File: config.mk
export PLATFORM = sky130hd
export DESIGN_NAME = switch_button_top
export DESIGN_NICKNAME = d
export VERILOG_FILES = /design/src/switch_button_pkg.sv /design/src/button_cell.sv /design/src/switch_button_top.sv
export SDC_FILE = /design/constraint.sdc
export NUM_CORES = 1
export LEC_CHECK = 0
export BUFFER_PORTS_ARGS = -buffer_cell sky130_fd_sc_hd__buf_2
export CAP_MARGIN = 20
export CORE_ASPECT_RATIO = 1.5
export CORE_MARGIN = 2
export CORE_UTILIZATION = 45
export CTS_BUF_LIST = sky130_fd_sc_hd__clkbuf_8
export DETAILED_ROUTE_END_ITERATION = 6
export PLACE_DENSITY = 0.77
export SLEW_MARGIN = 20
export SYNTH_ARGS = -nofsm -noshare
export SYNTH_HDL_FRONTEND = slang
export SYNTH_HIERARCHICAL = 1
export SYNTH_SLANG_ARGS = --single-unit
File: constraint.sdc
create_clock -name ref_clk -period 3.95 [get_ports ref_clk]
set_input_delay 0 -clock ref_clk [delete_from_list [all_inputs] [get_ports ref_clk]]
set_output_delay 0 -clock ref_clk [all_outputs]
set_load 0.005 [all_outputs]
File: src/switch_button_pkg.sv
// package for the command switch and user button block
// shared by the top module and the button cell; no clocking assumptions
package switch_button_pkg;
  localparam int num_switches = 5; // command switches
  localparam int num_buttons = 12; // front-panel buttons
  localparam int sel_width = 4; // width of internal signal select
  localparam int num_int_sigs = 16; // selectable internal signals
  localparam logic [1:0] access_default = 2'h2; // third level is default
  localparam logic [1:0] event_mask_default = 2'h3; // store both on and off
  localparam int mask_on_bit = 0; // mask bit enabling on events
  localparam int mask_off_bit = 1; // mask bit enabling off events
  localparam int ts_width = 32; // time stamp width
  localparam int src_width = 3; // event source field width
  localparam logic [num_switches-1:0] switch_reset_value = 5'h0; // all switches inactive
  typedef enum logic [1:0] {
    level_user,
    level_operator,
    level_configurator,
    level_super
  } access_level_t;
  typedef enum logic [1:0] {
    colour_red,
    colour_orange,
    colour_green,
    colour_off
  } led_colour_t;
  typedef enum logic {
    mode_momentary,
    mode_alternate
  } button_mode_t;
endpackage : switch_button_pkg

File: src/button_cell.sv
// one front-panel button: status in momentary or alternate mode
// assumes the button level is already debounced and synchronous
`timescale 1ns/100ps
module button_cell
  import switch_button_pkg::*;
(
  input wire logic ref_clk, // system clock
  input wire logic rst_n, // async reset, active low
  input wire logic pressed, // physical button held down
  input wire button_mode_t mode, // momentary or alternate action
  output logic status_on, // asserted in the on state
  output logic status_off // asserted in the off state
);
  // ----------------------------------------
  // press edge and toggle state
  // ----------------------------------------
  logic pressed_ff; // previous button level
  logic toggle_ff; // alternate-action state
  logic status_ff; // registered status

  // remember last level for edge detection
  always_ff @(posedge ref_clk or negedge rst_n) begin
    if (!rst_n) begin
      pressed_ff <= 1'b0;
    end else begin
      pressed_ff <= pressed;
    end
  end

  // invert once per press, hold between presses
  always_ff @(posedge ref_clk or negedge rst_n) begin
    if (!rst_n) begin
      toggle_ff <= 1'b0;
    end else if (pressed && !pressed_ff) begin
      toggle_ff <= ~toggle_ff;
    end
  end

  // status follows mode; only the physical button feeds it
  always_ff @(posedge ref_clk or negedge rst_n) begin
    if (!rst_n) begin
      status_ff <= 1'b0;
    end else if (mode == mode_momentary) begin
      status_ff <= pressed;
    end else begin
      status_ff <= (pressed && !pressed_ff) ? ~toggle_ff : toggle_ff;
    end
  end

  assign status_on = status_ff;
  assign status_off = ~status_ff;
endmodule // button_cell

File: src/switch_button_top.sv
// command switches with event output and twelve front-panel buttons
// assumes commands and buttons are synchronous single-cycle levels
//
// Notes on behaviour
// - switch holds state until opposite command
// - only panel or remote link command switches
// - panel commands need configured access level
// - five independent latched switch outputs
// - a switch change enabled by event_mask emits a time-stamped event unless one of the same direction is still pending for that switch
// - mask selects on, off, or both stored
// - twelve physical buttons with own status
// - momentary: status active while held
// - alternate: status inverts per press
// - each button LED colour, selectable source
// - buttons changed only by physical buttons
// - complementary on and off status signals
`timescale 1ns/100ps
module switch_button_top
  import switch_button_pkg::*;
(
  input wire logic ref_clk, // 25 mhz system clock
  input wire logic rst_n, // async reset, active low
  input wire logic [switch_button_pkg::num_switches-1:0] panel_cmd_valid, // panel command
  input wire logic [switch_button_pkg::num_switches-1:0] panel_cmd_state, // wanted state
  input wire switch_button_pkg::access_level_t session_level, // panel session level
  input wire switch_button_pkg::access_level_t required_level, // configured level
  input wire logic [switch_button_pkg::num_switches-1:0] remote_cmd_valid, // link command
  input wire logic [switch_button_pkg::num_switches-1:0] remote_cmd_state, // wanted state
  input wire logic [1:0] event_mask, // bit0 on events, bit1 off events
  input wire logic [switch_button_pkg::ts_width-1:0] time_stamp, // free-running time
  input wire logic event_ready, // event buffer accepts
  output logic [switch_button_pkg::num_switches-1:0] switch_out, // latched outputs
  output logic [switch_button_pkg::num_switches-1:0] cmd_refused, // refused pulse
  output logic event_valid, // event presented
  output logic [switch_button_pkg::src_width-1:0] event_switch, // switch number
  output logic event_is_on, // direction of change
  output logic [switch_button_pkg::ts_width-1:0] event_time, // stamp of change
  input wire logic [switch_button_pkg::num_buttons-1:0] button_pressed, // button levels
  input wire logic [switch_button_pkg::num_buttons-1:0] button_alt_mode, // 1 alternate
  input wire logic [switch_button_pkg::num_buttons-1:0] led_use_int, // led from internal
  input wire logic [switch_button_pkg::num_buttons*4-1:0] led_int_sel, // internal select
  input wire logic [switch_button_pkg::num_buttons*2-1:0] led_colour_cfg, // colour code
  input wire logic [switch_button_pkg::num_int_sigs-1:0] internal_sigs, // binary signals
  output logic [switch_button_pkg::num_buttons-1:0] button_on, // on status
  output logic [switch_button_pkg::num_buttons-1:0] button_off, // off status
  output logic [switch_button_pkg::num_buttons-1:0] led_red, // red lamp drive
  output logic [switch_button_pkg::num_buttons-1:0] led_green // green lamp drive
);
  import switch_button_pkg::*;

  // ----------------------------------------
  // switch command arbitration
  // ----------------------------------------
  logic [num_switches-1:0] switch_ff; // latched switch states
  logic [num_switches-1:0] refused_ff; // refused command pulses
  logic [num_switches-1:0] nxt_switch; // next switch states
  logic [num_switches-1:0] pend_on_ff; // pending on events
  logic [num_switches-1:0] pend_off_ff; // pending off events
  logic [num_switches-1:0] nxt_pend_on; // next pending on
  logic [num_switches-1:0] nxt_pend_off; // next pending off
  logic panel_ok; // session meets configured level
  logic [num_switches-1:0] rise; // switch turned on
  logic [num_switches-1:0] fall; // switch turned off
  logic [num_switches-1:0] taken; // pending event drained this cycle
  logic taken_on; // drained event direction
  logic [src_width-1:0] pick; // chosen switch index
  logic pick_any; // any pending
  logic pick_on; // chosen event direction
  logic event_valid_ff; // event presented
  logic [src_width-1:0] event_switch_ff; // presented switch
  logic event_on_ff; // presented direction
  logic [ts_width-1:0] event_time_ff; // presented stamp
  logic [ts_width-1:0] stamp_on_ff [num_switches]; // stamp of on change
  logic [ts_width-1:0] stamp_off_ff [num_switches]; // stamp of off change

  assign panel_ok = (session_level >= required_level);

  // remote link wins when both ask in the same cycle; no other source
  always_comb begin
    nxt_switch = switch_ff;
    for (int i = 0; i < num_switches; i++) begin
      if (remote_cmd_valid[i]) begin
        nxt_switch[i] = remote_cmd_state[i];
      end else if (panel_cmd_valid[i] && panel_ok) begin
        nxt_switch[i] = panel_cmd_state[i];
      end
    end
  end

  // hold the latched state until an opposite command arrives
  always_ff @(posedge ref_clk or negedge rst_n) begin
    if (!rst_n) begin
      switch_ff <= switch_reset_value;
    end else begin
      switch_ff <= nxt_switch;
    end
  end

  // flag panel commands refused for access level
  always_ff @(posedge ref_clk or negedge rst_n) begin
    if (!rst_n) begin
      refused_ff <= '0;
    end else begin
      refused_ff <= panel_cmd_valid & ~remote_cmd_valid & {num_switches{~panel_ok}};
    end
  end

  assign rise = nxt_switch & ~switch_ff;
  assign fall = ~nxt_switch & switch_ff;

  // ----------------------------------------
  // event capture and mask
  // ----------------------------------------
  // lowest pending switch goes first, on before off
  always_comb begin
    pick = '0;
    pick_any = 1'b0;
    pick_on = 1'b0;
    for (int i = num_switches - 1; i >= 0; i--) begin
      if (pend_on_ff[i] || pend_off_ff[i]) begin
        pick = src_width'(i);
        pick_any = 1'b1;
        pick_on = pend_on_ff[i];
      end
    end
  end

  assign taken = (pick_any && (!event_valid_ff || event_ready)) ?
                 (num_switches'(1) << pick) : '0;
  assign taken_on = pick_on;

  // new change sets pending; set wins over drain
  always_comb begin
    nxt_pend_on = pend_on_ff;
    nxt_pend_off = pend_off_ff;
    for (int i = 0; i < num_switches; i++) begin
      if (taken[i] && taken_on) begin
        nxt_pend_on[i] = 1'b0;
      end else if (taken[i]) begin
        nxt_pend_off[i] = 1'b0;
      end
      if (rise[i] && event_mask[mask_on_bit]) begin
        nxt_pend_on[i] = 1'b1;
      end
      if (fall[i] && event_mask[mask_off_bit]) begin
        nxt_pend_off[i] = 1'b1;
      end
    end
  end

  // pending flags and time stamps of each change
  always_ff @(posedge ref_clk or negedge rst_n) begin
    if (!rst_n) begin
      pend_on_ff <= '0;
      pend_off_ff <= '0;
      for (int i = 0; i < num_switches; i++) begin
        stamp_on_ff[i] <= '0;
        stamp_off_ff[i] <= '0;
      end
    end else begin
      pend_on_ff <= nxt_pend_on;
      pend_off_ff <= nxt_pend_off;
      for (int i = 0; i < num_switches; i++) begin
        if (rise[i]) begin
          stamp_on_ff[i] <= time_stamp;
        end
        if (fall[i]) begin
          stamp_off_ff[i] <= time_stamp;
        end
      end
    end
  end

  // output stage holds an event until the buffer accepts it
  always_ff @(posedge ref_clk or negedge rst_n) begin
    if (!rst_n) begin
      event_valid_ff <= 1'b0;
      event_switch_ff <= '0;
      event_on_ff <= 1'b0;
      event_time_ff <= '0;
    end else if (!event_valid_ff || event_ready) begin
      event_valid_ff <= pick_any;
      if (pick_any) begin
        event_switch_ff <= pick;
        event_on_ff <= pick_on;
        event_time_ff <= pick_on ? stamp_on_ff[pick] : stamp_off_ff[pick];
      end
    end
  end

  assign switch_out = switch_ff;
  assign cmd_refused = refused_ff;
  assign event_valid = event_valid_ff;
  assign event_switch = event_switch_ff;
  assign event_is_on = event_on_ff;
  assign event_time = event_time_ff;

  // ----------------------------------------
  // buttons and leds
  // ----------------------------------------
  genvar b;
  generate
    for (b = 0; b < num_buttons; b++) begin : g_btn
      logic src; // led source level
      led_colour_t colour; // configured colour
      button_cell u_cell (
        .ref_clk(ref_clk),
        .rst_n(rst_n),
        .pressed(button_pressed[b]),
        .mode(button_alt_mode[b] ? mode_alternate : mode_momentary),
        .status_on(button_on[b]),
        .status_off(button_off[b])
      );
      assign src = led_use_int[b] ? internal_sigs[led_int_sel[b*sel_width +: sel_width]]
                                  : button_on[b];
      assign colour = led_colour_t'(led_colour_cfg[b*2 +: 2]);
      // orange lights both lamps
      assign led_red[b] = src && (colour == colour_red || colour == colour_orange);
      assign led_green[b] = src && (colour == colour_green || colour == colour_orange);
    end
  endgenerate
endmodule // switch_button_top

==> qor.json, run 1 <==
{
  "finalSetupViolations": {"value": 0},
  "multi_input_area": {"value": 0.00954, "unit": "mm²"},
  "synth_xor_xnor_area_share": {"value": 0.515, "unit": "%"},
  "layout.filler_cells": {"value": 3630},
  "path_max_fanout": {"value": 31},
  "cap_violations": {"value": 0},
  "fp-row-count": {"value": 95},
  "fin_total_pwr": {"value": 14.7, "unit": "mW"},
  "topRoutingLayerUsed": {"value": "met5"},
  "grt_start_max_net_pins": {"value": 123},
  "first_pass_grt_wire_length": {"value": 96.8, "unit": "mm"},
  "floorplan.io_pins": {"value": 280},
  "synth_adder_area_share": {"value": 1.60, "unit": "%"},
  "totalWireLength": {"value": 64.5, "unit": "mm"},
  "final_cell_count_no_fill": {"value": 2624},
  "worst_r2r_endpoint": {"value": "event_time[0]"},
  "port_buffers": {"value": 279},
  "regToRegStartpoint": {"value": "pend_on_ff[3]"},
  "post_cts_setup_buffers": {"value": 0},
  "min-delay-path-class": {"value": "in2reg"},
  "dpl.cell_count": {"value": 2423},
  "worstMarginPinSlew": {"value": 1.09, "unit": "ns"},
  "timing.setup.tns": {"value": 0, "unit": "ns"},
  "via_count_of_the_first_global_routing_pass": {"value": 16907},
  "postRouteAntennaNets": {"value": 0},
  "final_cell_area": {"value": 0.0247, "unit": "mm²"},
  "timing.setup.critical_path_class": {"value": "reg2reg"},
  "post_dp_cell_area": {"value": 0.0226, "unit": "mm²"},
  "seq_area_frac_synth": {"value": 50.7, "unit": "%"},
  "detail_route.drc_violations": {"value": 0},
  "antenna_found_initial": {"value": 6},
  "route.vias.total": {"value": 16165},
  "area_delta_synth_final": {"value": 20.9, "unit": "%"},
  "detail_route.vias_per_cell": {"value": 6.16},
  "timing.critical_path.cells": {"value": "or2_2 -> o21ai_4 -> buf_4 -> a222oi_1 -> nand2_1 -> a221o_1"},
  "synth_top_family_by_area": {"value": "multiplexers"},
  "clock_tree.htree_level_count": {"value": 3},
  "ys_warn_count": {"value": 6},
  "regToRegSetupSlack": {"value": 1.24, "unit": "ns"},
  "min_delay_worst_endpoint": {"value": "stamp_off_ff[1]"},
  "final_period_minus_worst_setup_slack": {"value": 2.71, "unit": "ns"},
  "post-synth-top-area-fraction": {"value": 50.7, "unit": "%"},
  "drt_iter0_markers": {"value": 1461},
  "synth_compound_gate_area_share": {"value": 12.9, "unit": "%"},
  "globalRouteOverflowTotal": {"value": 0},
  "postSynthRegisterBits": {"value": 413},
  "max_clock_freq": {"value": 0.369, "unit": "GHz"},
  "dpl.hpwl": {"value": 41.4, "unit": "mm"},
  "syn_area_per_cell": {"value": 12.5, "unit": "µm²"},
  "synth_simple_gate_area_share": {"value": 6.91, "unit": "%"},
  "layout.area.seq": {"value": 0.0103, "unit": "mm²"},
  "cell_type_of_the_slowest_stage_on_the_worst_timing_path": {"value": "or2_2"},
  "gp_routability_congestion": {"value": 0.905},
  "detailroute.wirelength.met3": {"value": 5.50, "unit": "mm"},
  "clock_tree.buffer_depth": {"value": 3},
  "worstRegToRegCells": {"value": 6},
  "max_slew_margin": {"value": 27.3, "unit": "%"},
  "tritoncts": {"value": "yes"},
  "status": {"value": "complete, no violations"},
  "fp.dieArea": {"value": 0.0471, "unit": "mm²"},
  "post_route_cells_drive_above_1_share": {"value": 40.1, "unit": "%"},
  "mappedNetlistArea": {"value": 0.0204, "unit": "mm²"},
  "grt_usage": {"value": 27.3, "unit": "%"},
  "maximum_ir_drop_on_the_vdd_rail": {"value": 0.446, "unit": "mV"},
  "power.leakage": {"value": 10.8, "unit": "nW"},
  "worstSkewPairLatency": {"value": 0.63, "unit": "ns"},
  "floorplan.die.height": {"value": 265, "unit": "µm"},
  "synth_flop_cell": {"value": "dfrtp_1"},
  "routed-wl-met2": {"value": 33.3, "unit": "mm"},
  "synth_largest_area_cell": {"value": "dfrtp_1"},
  "post_route_clock_period_utilization": {"value": 68.6, "unit": "%"},
  "core_region_area": {"value": 0.0448, "unit": "mm²"},
  "whs": {"value": 0.0200, "unit": "ns"},
  "rsz_0062_raised_after_global_routing": {"value": "no"},
  "avgRoutedWirePerCell": {"value": 24.6, "unit": "µm"},
  "initial_cell_density_of_the_core": {"value": 45.5, "unit": "%"},
  "power.density_cell_area": {"value": 595, "unit": "mW/mm²"},
  "post_synth_mux_area_share": {"value": 24.1, "unit": "%"},
  "report.final.slew_viol_count": {"value": 0},
  "worst_ep_arrival_time": {"value": 3.23, "unit": "ns"},
  "skew": {"value": 0.0333, "unit": "ns"},
  "cts-buffers-inserted": {"value": 66},
  "min_from": {"value": "panel_cmd_state[4]"},
  "path_clk_slew": {"value": 0.07, "unit": "ns"},
  "count_of_flip_flops_with_a_built_in_enable_after_synthesis": {"value": 0},
  "detail_route.wirelength.met1": {"value": 22.0, "unit": "mm"},
  "crit_required": {"value": 4.47, "unit": "ns"},
  "cts_root_buf": {"value": "clkbuf_8"},
  "synth_fp_nets": {"value": 1846},
  "cts.sinks": {"value": 413},
  "unique_masters_post_synth": {"value": 55},
  "drt_first_pass_iters": {"value": 7},
  "cp-start-kind": {"value": "register"},
  "critPathCaptureType": {"value": "register"},
  "syn-instance-count": {"value": 1635},
  "nNetsFinal": {"value": 2200},
  "timing.final.hold_violations": {"value": 0},
  "cpPeakStageDelay": {"value": 0.78, "unit": "ns"},
  "async_flop_share": {"value": 100, "unit": "%"},
  "yosys-top-cells-area": {"value": "dfrtp_1 51%, mux2_2 18%, mux4_2 5.3%"},
  "min_delay_path_depth": {"value": 5},
  "die_x": {"value": 178, "unit": "µm"}
}
-- timing repair --
item	4_1_cts	5_1_grt
hold buffers	80	0
endpoints found under the hold margin	495	0
gates resized for setup	0	0
-- stage by stage --
| stage | worst slack [ns] | util [%] |
|---|---|---|
| finish | 1.24 | 55.0 |
| floorplan | 1.62 | - |
| global placement | 1.29 | 50.4 |
| detailed placement | 1.26 | 50.4 |
| global route | 1.13 | 55.0 |
| CTS | 1.28 | 55.0 |
-- worst max path at each step --
stage | startpoint | endpoint | slack, ns | cells after the start
2_1_floorplan | pend_on_ff[0] | event_time[28] | 1.62 | 9
3_5_place_dp | pend_on_ff[3] | event_time[0] | 1.26 | 6
3_3_place_gp | pend_off_ff[3] | event_time[0] | 1.29 | 6
5_1_grt | pend_off_ff[2] | event_time[9] | 1.13 | 6
4_1_cts | pend_on_ff[3] | event_time[0] | 1.28 | 6
6_report | pend_on_ff[3] | event_time[0] | 1.24 | 6
-- layout make-up --
type	count	area share, %
diodes	5	0.0507
well taps	582	2.95
repair buffers	398	10.3
clock inverters	37	0.791
inverters	58	0.883
clock buffers	79	4.41
multi-input cells	1052	38.7
flip-flops and latches	413	41.9
-- worst max-delay path, delay by kind of cell (launching register included) --
family | cells | cell delay [ns]
AOI/OAI and AO/OA | 3 | 0.93
and+or+nand+nor | 2 | 0.89
DFF | 1 | 0.52
buffers and inverters | 1 | 0.27
-- synthesized netlist by cell type (3+ instances only) --
master,number
mux2i_1,12
o2bb2ai_1,20
a21oi_1,40
a22o_1,16
o31ai_1,7
nor3b_1,28
dfrtp_1,413
nor2_1,65
o32ai_1,4
a21o_1,44
a32oi_1,4
mux4_2,48
buf_1,4
nand4_1,3
and2_0,12
nor2b_1,28
mux2_2,330
nand2_1,57
a221oi_1,6
a221o_1,14
ha_1,26
buf_2,10
inv_1,58
a21boi_1,4
o211ai_1,24
xnor2_1,12
a211o_1,14
a222oi_1,29
or4_1,4
or2_2,4
a22oi_1,22
nand3_1,42
a21boi_0,5
clkbuf_1,96
a32o_1,4
a31o_2,3
a211oi_1,6
nand4b_1,5
o21ai_0,62
nand2b_1,14
a311oi_1,16
-- cell usage in the layout (no fill, tap or decap), drive strengths merged, types with 48 or more instances in the layout --
cell type and count:
buf 318, clkbuf 79, dfrtp 413, dlygate4sd3 80, inv 86, mux2 330, mux4 48, nand2 57
nor2 65, o21ai 63
-- routing by layer --
metal / up-vias / GRT usage, %
li1: 6819 / -
met1: 8137 / 29.4
met2: 958 / 48.5
met3: 249 / 5.75
met4: 2 / 16.1
met5: - / 0
-- sequential cells by signal (all words and copies together) (netlist names), 5 cells and up --
name and cells:
cmd_refused 5, event_time 32, g_btn.u_cell/pressed_ff 12, g_btn.u_cell/status_on 12, g_btn.u_cell/toggle_ff 12, pend_off_ff 5, pend_on_ff 5, stamp_off_ff 160
stamp_on_ff 160, switch_out 5
-- report_power, final --
group / internal [mW] / total (mW) / switching (mW)
Combinational: 2.22 / 4.77 / 2.54
Sequential: 5.44 / 6.32 / 0.882
Clock: 1.83 / 3.58 / 1.75
Total: 9.50 / 14.7 / 5.18
-- cells by family after synthesis --
logic type / after synthesis
flops: 413
fa+ha+maj: 26
buf+inv: 170
simple gates: 270
mux: 390
xor+xnor: 12
compound gates: 354
Note: power is estimated with default switching activity, not from simulation.
==> inputs of run 2 (changes only) <==
clock period = 2.5 ns   (was 3.95 ns; I/O delays follow)
==> run 2 against run 1 <==
  * Final area increased by 2.3%
  * Sequential share of layout area decreased by 0.95 points
  * First-iteration DRC count decreased by 5.4%
  * Critical path type is now reg2out
  * Clock-buffer cell count increased by 4
  * Highest routed layer unchanged
  * Hold slack improved by 0.052 ns
  * Non-clock buffer count increased by 45
  * Cell count increased by 1.5%
  * Setup slack got worse by 1.1 ns
  * Clock power increased by 60%
==> qor.json, run 2 (synthesis results as in run 1) <==
{
  "crit_required": {"value": 2.50, "unit": "ns"},
  "clock_tree.buffer_depth": {"value": 3},
  "multi_input_area": {"value": 0.00954, "unit": "mm²"},
  "timing.critical_path.cells": {"value": "nor2b_1 -> a311oi_1 -> nor2_1 -> buf_2"},
  "cell_type_of_the_slowest_stage_on_the_worst_timing_path": {"value": "a311oi_1"},
  "die_x": {"value": 178, "unit": "µm"},
  "worstSkewPairLatency": {"value": 0.62, "unit": "ns"},
  "totalWireLength": {"value": 64.9, "unit": "mm"},
  "pre_cts_slack": {"value": 0.119, "unit": "ns"},
  "detail_route.vias_per_cell": {"value": 6.12},
  "whs": {"value": 0.0724, "unit": "ns"},
  "tritoncts": {"value": "yes"},
  "fp.dieArea": {"value": 0.0471, "unit": "mm²"},
  "rsz_0062_raised_after_global_routing": {"value": "no"},
  "status": {"value": "complete, no violations"},
  "report.final.slew_viol_count": {"value": 0},
  "worstRegToRegCells": {"value": 8},
  "drt_first_pass_iters": {"value": 6},
  "cts_root_buf": {"value": "clkbuf_8"},
  "port_buffers": {"value": 279},
  "power.leakage": {"value": 11.1, "unit": "nW"},
  "final_core_util": {"value": 56.3, "unit": "%"},
  "path_clk_slew": {"value": 0.06, "unit": "ns"},
  "avgRoutedWirePerCell": {"value": 24.4, "unit": "µm"},
  "cap_violations": {"value": 0},
  "timing.setup.critical_path_class": {"value": "reg2out"},
  "cpPeakStageDelay": {"value": 0.78, "unit": "ns"},
  "dpl.hpwl": {"value": 41.6, "unit": "mm"},
  "postRouteAntennaNets": {"value": 0},
  "min_delay_path_depth": {"value": 2},
  "skew": {"value": 0.0283, "unit": "ns"},
  "worst_ep_arrival_time": {"value": 2.38, "unit": "ns"},
  "fp-row-count": {"value": 95},
  "worstMarginPinSlew": {"value": 1.01, "unit": "ns"},
  "post_route_cells_drive_above_1_share": {"value": 41.3, "unit": "%"},
  "timing.critical_path.max_delay_family": {"value": "compound AO/OA/AOI/OAI gates"},
  "min-delay-path-class": {"value": "in2reg"},
  "post_route_clock_period_utilization": {"value": 95.4, "unit": "%"},
  "floorplan.io_pins": {"value": 280},
  "grt_usage": {"value": 27.4, "unit": "%"},
  "mostFrequentLayoutCells": {"value": "412 x dfrtp_1, 330 x mux2_2, 278 x buf_2, 83 x clkbuf_8, 83 x dlygate4sd3_1"},
  "initial_cell_density_of_the_core": {"value": 45.5, "unit": "%"},
  "detail_route.drc_violations": {"value": 0},
  "via_count_of_the_first_global_routing_pass": {"value": 17332},
  "first_pass_grt_wire_length": {"value": 97.7, "unit": "mm"},
  "final_period_minus_worst_setup_slack": {"value": 2.38, "unit": "ns"},
  "globalRouteOverflowTotal": {"value": 0},
  "path_max_fanout": {"value": 3},
  "postLayoutSetupSlackWorst": {"value": 0.116, "unit": "ns"},
  "max_slew_margin": {"value": 32.1, "unit": "%"},
  "area_delta_synth_final": {"value": 23.8, "unit": "%"},
  "floorplan.die.height": {"value": 265, "unit": "µm"},
  "worstPathBufferInverterCount": {"value": 1},
  "cts.sinks": {"value": 413},
  "layout.area.seq": {"value": 0.0103, "unit": "mm²"},
  "maximum_ir_drop_on_the_vdd_rail": {"value": 0.569, "unit": "mV"},
  "antenna_found_initial": {"value": 7},
  "grt_start_max_net_pins": {"value": 71},
  "route.vias.total": {"value": 16295},
  "core_region_area": {"value": 0.0448, "unit": "mm²"},
  "gp_routability_congestion": {"value": 0.940},
  "finalSetupViolations": {"value": 0},
  "timing.final.hold_violations": {"value": 0},
  "nNetsFinal": {"value": 2245},
  "layout.filler_cells": {"value": 3661},
  "clock_tree.htree_level_count": {"value": 3},
  "max_clock_freq": {"value": 0.419, "unit": "GHz"},
  "cts-buffers-inserted": {"value": 66},
  "power.density_cell_area": {"value": 939, "unit": "mW/mm²"},
  "post_cts_setup_buffers": {"value": 0},
  "timing.setup.tns": {"value": 0, "unit": "ns"},
  "cp-start-kind": {"value": "register"},
  "drt_iter0_markers": {"value": 1382},
  "critPathCaptureType": {"value": "primary output"},
  "most_common_cell_after_layout_fill_and_taps_aside": {"value": "dfrtp_1"},
  "fin_total_pwr": {"value": 23.7, "unit": "mW"},
  "path_depth": {"value": 4}
}
## run 2: where the power goes
part	internal, mW	switching (mW)	total, mW
sequential	8.60	1.23	9.82
combinational	3.89	4.24	8.13
clock	3.08	2.66	5.74
total	15.6	8.13	23.7
## run 2: final timing paths
check,from,to,slack [ns]
max,g_btn[6].u_cell/status_on,led_red[6],0.12
min,button_pressed[4],g_btn[4].u_cell/pressed_ff,0.07
max reg2reg,pend_off_ff[2],event_time[23],0.12
min reg2reg,g_btn[1].u_cell/toggle_ff,g_btn[1].u_cell/toggle_ff,0.49
max in group asynchronous,rst_n,stamp_on_ff[59],0.52
min in group asynchronous,rst_n,stamp_on_ff[93],0.50
## run 2: layout make-up
type | count | area share (%)
antenna | 4 | 0.0397
clock buffer | 83 | 4.53
clock inverter | 28 | 0.590
inverter | 58 | 0.863
multi-input combinational | 1052 | 37.8
sequential | 413 | 41.0
tap | 582 | 2.89
timing repair buffer | 443 | 12.3
## run 2: worst reg2reg max path, stage by stage, from the launching register on
cell and delay [ns]:
dfrtp_1 0.40, buf_4 0.18, or4_1 0.58, o21ai_4 0.26
buf_4 0.24, buf_4 0.19, a222oi_1 0.11, o2bb2ai_1 0.15
o211ai_1 0.18
## run 2: layer usage
metal	global-route usage, %	part of all wire [%]	vias up
li1	-	-	6900
met1	30.2	35	8256
met2	47.6	51	896
met3	6.31	8.6	237
met4	16.3	5.5	6
met5	0	0.063	-
## run 2: timing repair
item                                    in CTS  in global routing
hold buffers                                83                  0
resized for setup                            0                  2
hold endpoints to repair                   790                  0
endpoints found under the setup margin       0                  2
## run 2: through the flow
step	std cells	instance area (µm²)
final	2663	25200
after detailed placement	2464	23100
after global placement	2464	23100
after floorplan	1635	20400
after global routing	2663	25200
after CTS	2658	25200
==> inputs of run 3 (changes only) <==
PLACE_DENSITY = not set   (was 0.77)
==> run 3 against run 2 <==
  * Clock-buffer cell count rose by 6
  * Setup slack gained 0.014 ns
  * Global-route usage fell by 0.15 points
  * Critical path depth rose by 3
  * Clock power grew 12%
  * Non-clock buffer count shrank 9
  * First-iteration DRC count fell by 26%
  * Maximum frequency is 0.60% higher
  * Largest cell class unchanged
  * Highest routed layer is now met4
==> qor.json, run 3 (synthesis results as in run 1) <==
{
  "status": {"value": "complete, no violations"},
  "timing.setup.critical_path_class": {"value": "reg2reg"},
  "maximum_ir_drop_on_the_vdd_rail": {"value": 0.576, "unit": "mV"},
  "regToRegSetupSlack": {"value": 0.13, "unit": "ns"},
  "tritoncts": {"value": "yes"},
  "most_common_cell_after_layout_fill_and_taps_aside": {"value": "dfrtp_1"},
  "grt_usage": {"value": 27.2, "unit": "%"},
  "postRouteAntennaNets": {"value": 0},
  "worstSkewPairLatency": {"value": 0.63, "unit": "ns"},
  "final_cell_area": {"value": 0.0254, "unit": "mm²"},
  "power.leakage": {"value": 11.1, "unit": "nW"},
  "cts.sinks": {"value": 413},
  "final_period_minus_worst_setup_slack": {"value": 2.37, "unit": "ns"},
  "regToRegStartpoint": {"value": "pend_off_ff[3]"},
  "worstRegToRegCells": {"value": 7},
  "pre_cts_slack": {"value": 0.167, "unit": "ns"},
  "max_slew_margin": {"value": 35.6, "unit": "%"},
  "cts-buffers-inserted": {"value": 68},
  "area_delta_synth_final": {"value": 24.4, "unit": "%"},
  "timing.setup.tns": {"value": 0, "unit": "ns"},
  "drt_first_pass_iters": {"value": 6},
  "power.density_cell_area": {"value": 955, "unit": "mW/mm²"},
  "worst_ep_arrival_time": {"value": 2.88, "unit": "ns"},
  "fin_total_pwr": {"value": 24.2, "unit": "mW"},
  "path_clk_slew": {"value": 0.06, "unit": "ns"},
  "rsz_0062_raised_after_global_routing": {"value": "no"},
  "dpl.cell_count": {"value": 2457},
  "fp-row-count": {"value": 95},
  "clock_tree.htree_level_count": {"value": 3},
  "antenna_found_initial": {"value": 2},
  "cts_root_buf": {"value": "clkbuf_8"},
  "floorplan.die.height": {"value": 265, "unit": "µm"},
  "detail_route.vias_per_cell": {"value": 5.99},
  "post_dp_cell_area": {"value": 0.0230, "unit": "mm²"},
  "nNetsFinal": {"value": 2238},
  "grt_start_max_net_pins": {"value": 80},
  "mostFrequentLayoutCells": {"value": "413 x dfrtp_1, 330 x mux2_2, 278 x buf_2, 89 x clkbuf_8, 82 x dlygate4sd3_1"},
  "first_pass_grt_wire_length": {"value": 96.9, "unit": "mm"},
  "globalRouteOverflowTotal": {"value": 0},
  "route.vias.total": {"value": 15946},
  "drt_iter0_markers": {"value": 1016},
  "cp-start-kind": {"value": "register"},
  "gp_routability_congestion": {"value": 0.896},
  "path_max_fanout": {"value": 9},
  "whs": {"value": 0.0669, "unit": "ns"},
  "min_delay_worst_endpoint": {"value": "g_btn[3].u_cell/pressed_ff"},
  "critPathCaptureType": {"value": "register"},
  "postLayoutSetupSlackWorst": {"value": 0.130, "unit": "ns"},
  "dpl.hpwl": {"value": 40.6, "unit": "mm"},
  "crit_required": {"value": 3.01, "unit": "ns"},
  "avgRoutedWirePerCell": {"value": 23.8, "unit": "µm"},
  "totalWireLength": {"value": 63.5, "unit": "mm"},
  "core_region_area": {"value": 0.0448, "unit": "mm²"},
  "fp.dieArea": {"value": 0.0471, "unit": "mm²"},
  "timing.final.hold_violations": {"value": 0},
  "port_buffers": {"value": 279},
  "post_route_cells_drive_above_1_share": {"value": 41.6, "unit": "%"},
  "post_route_clock_period_utilization": {"value": 94.8, "unit": "%"},
  "die_x": {"value": 178, "unit": "µm"},
  "floorplan.io_pins": {"value": 280},
  "cap_violations": {"value": 0},
  "final_core_util": {"value": 56.6, "unit": "%"},
  "min_delay_path_depth": {"value": 2},
  "via_count_of_the_first_global_routing_pass": {"value": 16626},
  "min-delay-path-class": {"value": "in2reg"},
  "report.final.slew_viol_count": {"value": 0},
  "min_from": {"value": "button_pressed[3]"},
  "final_cell_count_no_fill": {"value": 2664},
  "max_clock_freq": {"value": 0.422, "unit": "GHz"},
  "initial_cell_density_of_the_core": {"value": 45.5, "unit": "%"},
  "finalSetupViolations": {"value": 0},
  "skew": {"value": 0.0270, "unit": "ns"},
  "worstMarginPinSlew": {"value": 0.966, "unit": "ns"},
  "clock_tree.buffer_depth": {"value": 3},
  "worst_r2r_endpoint": {"value": "pend_on_ff[2]"},
  "detail_route.drc_violations": {"value": 0}
}
[run 3: cell types whose count changed in the layout (fill, tap and decap cells not counted), sizes merged]
| cell | delta |
|---|---|
| dlygate4sd3 | -1 |
| clkinv | +4 |
| clkinvlp | -1 |
| buf | -7 |
| bufinv | +4 |
| clkbuf | +5 |
| inv | -3 |
[run 3: final cells by class]
class                   count  area [µm²]
fillers                  3807       19500
flip-flops and latches    413       10300
multi-input cells        1052        9550
repair buffers            434        3030
clock buffers              89        1220
well taps                 582         728
clock inverters            32         265
inverters                  58         218
diodes                      4        10.0
[run 3: critical path, cell delays in order, from the launching register on]
cell and delay [ns]:
dfrtp_1 0.40, buf_4 0.18, nor3b_1 0.32, o31ai_2 0.15, nand2_1 0.34, nand3_1 0.13, a22o_1 0.19, dlygate4sd3_1 0.55
[run 3: repair_timing]
action	CTS	global route
resized for setup	0	1
hold buffers	82	0
endpoints found under the hold margin	790	0
endpoints found under the setup margin	0	1
setup buffers	0	0
[run 3: worst max-delay path by stage]
| stage | slack [ns] | start | endpoint | depth (start not counted) |
|---|---|---|---|---|
| floorplan | 0.17 | pend_on_ff[0] | event_time[28] | 9 |
| global placement | 0.21 | pend_off_ff[3] | event_time[0] | 6 |
| detailed placement | 0.17 | session_level[0] | stamp_on_ff[149] | 9 |
| CTS | 0.04 | pend_on_ff[3] | pend_on_ff[2] | 7 |
| global route | 0.06 | pend_on_ff[3] | pend_on_ff[2] | 7 |
| finish | 0.13 | pend_off_ff[3] | pend_on_ff[2] | 7 |
[run 3: routing by layer]
layer	track usage, %	part of all wire, %
met1	32.2	38
met3	4.45	6.6
met2	47.3	51
met5	0	0
met4	13.9	4.4
[run 3: report_power, final]
group / switching [mW] / total (mW) / internal (mW)
combinational: 4.20 / 8.04 / 3.84
clock: 2.75 / 6.45 / 3.70
sequential: 1.13 / 9.73 / 8.59
total: 8.08 / 24.2 / 16.1
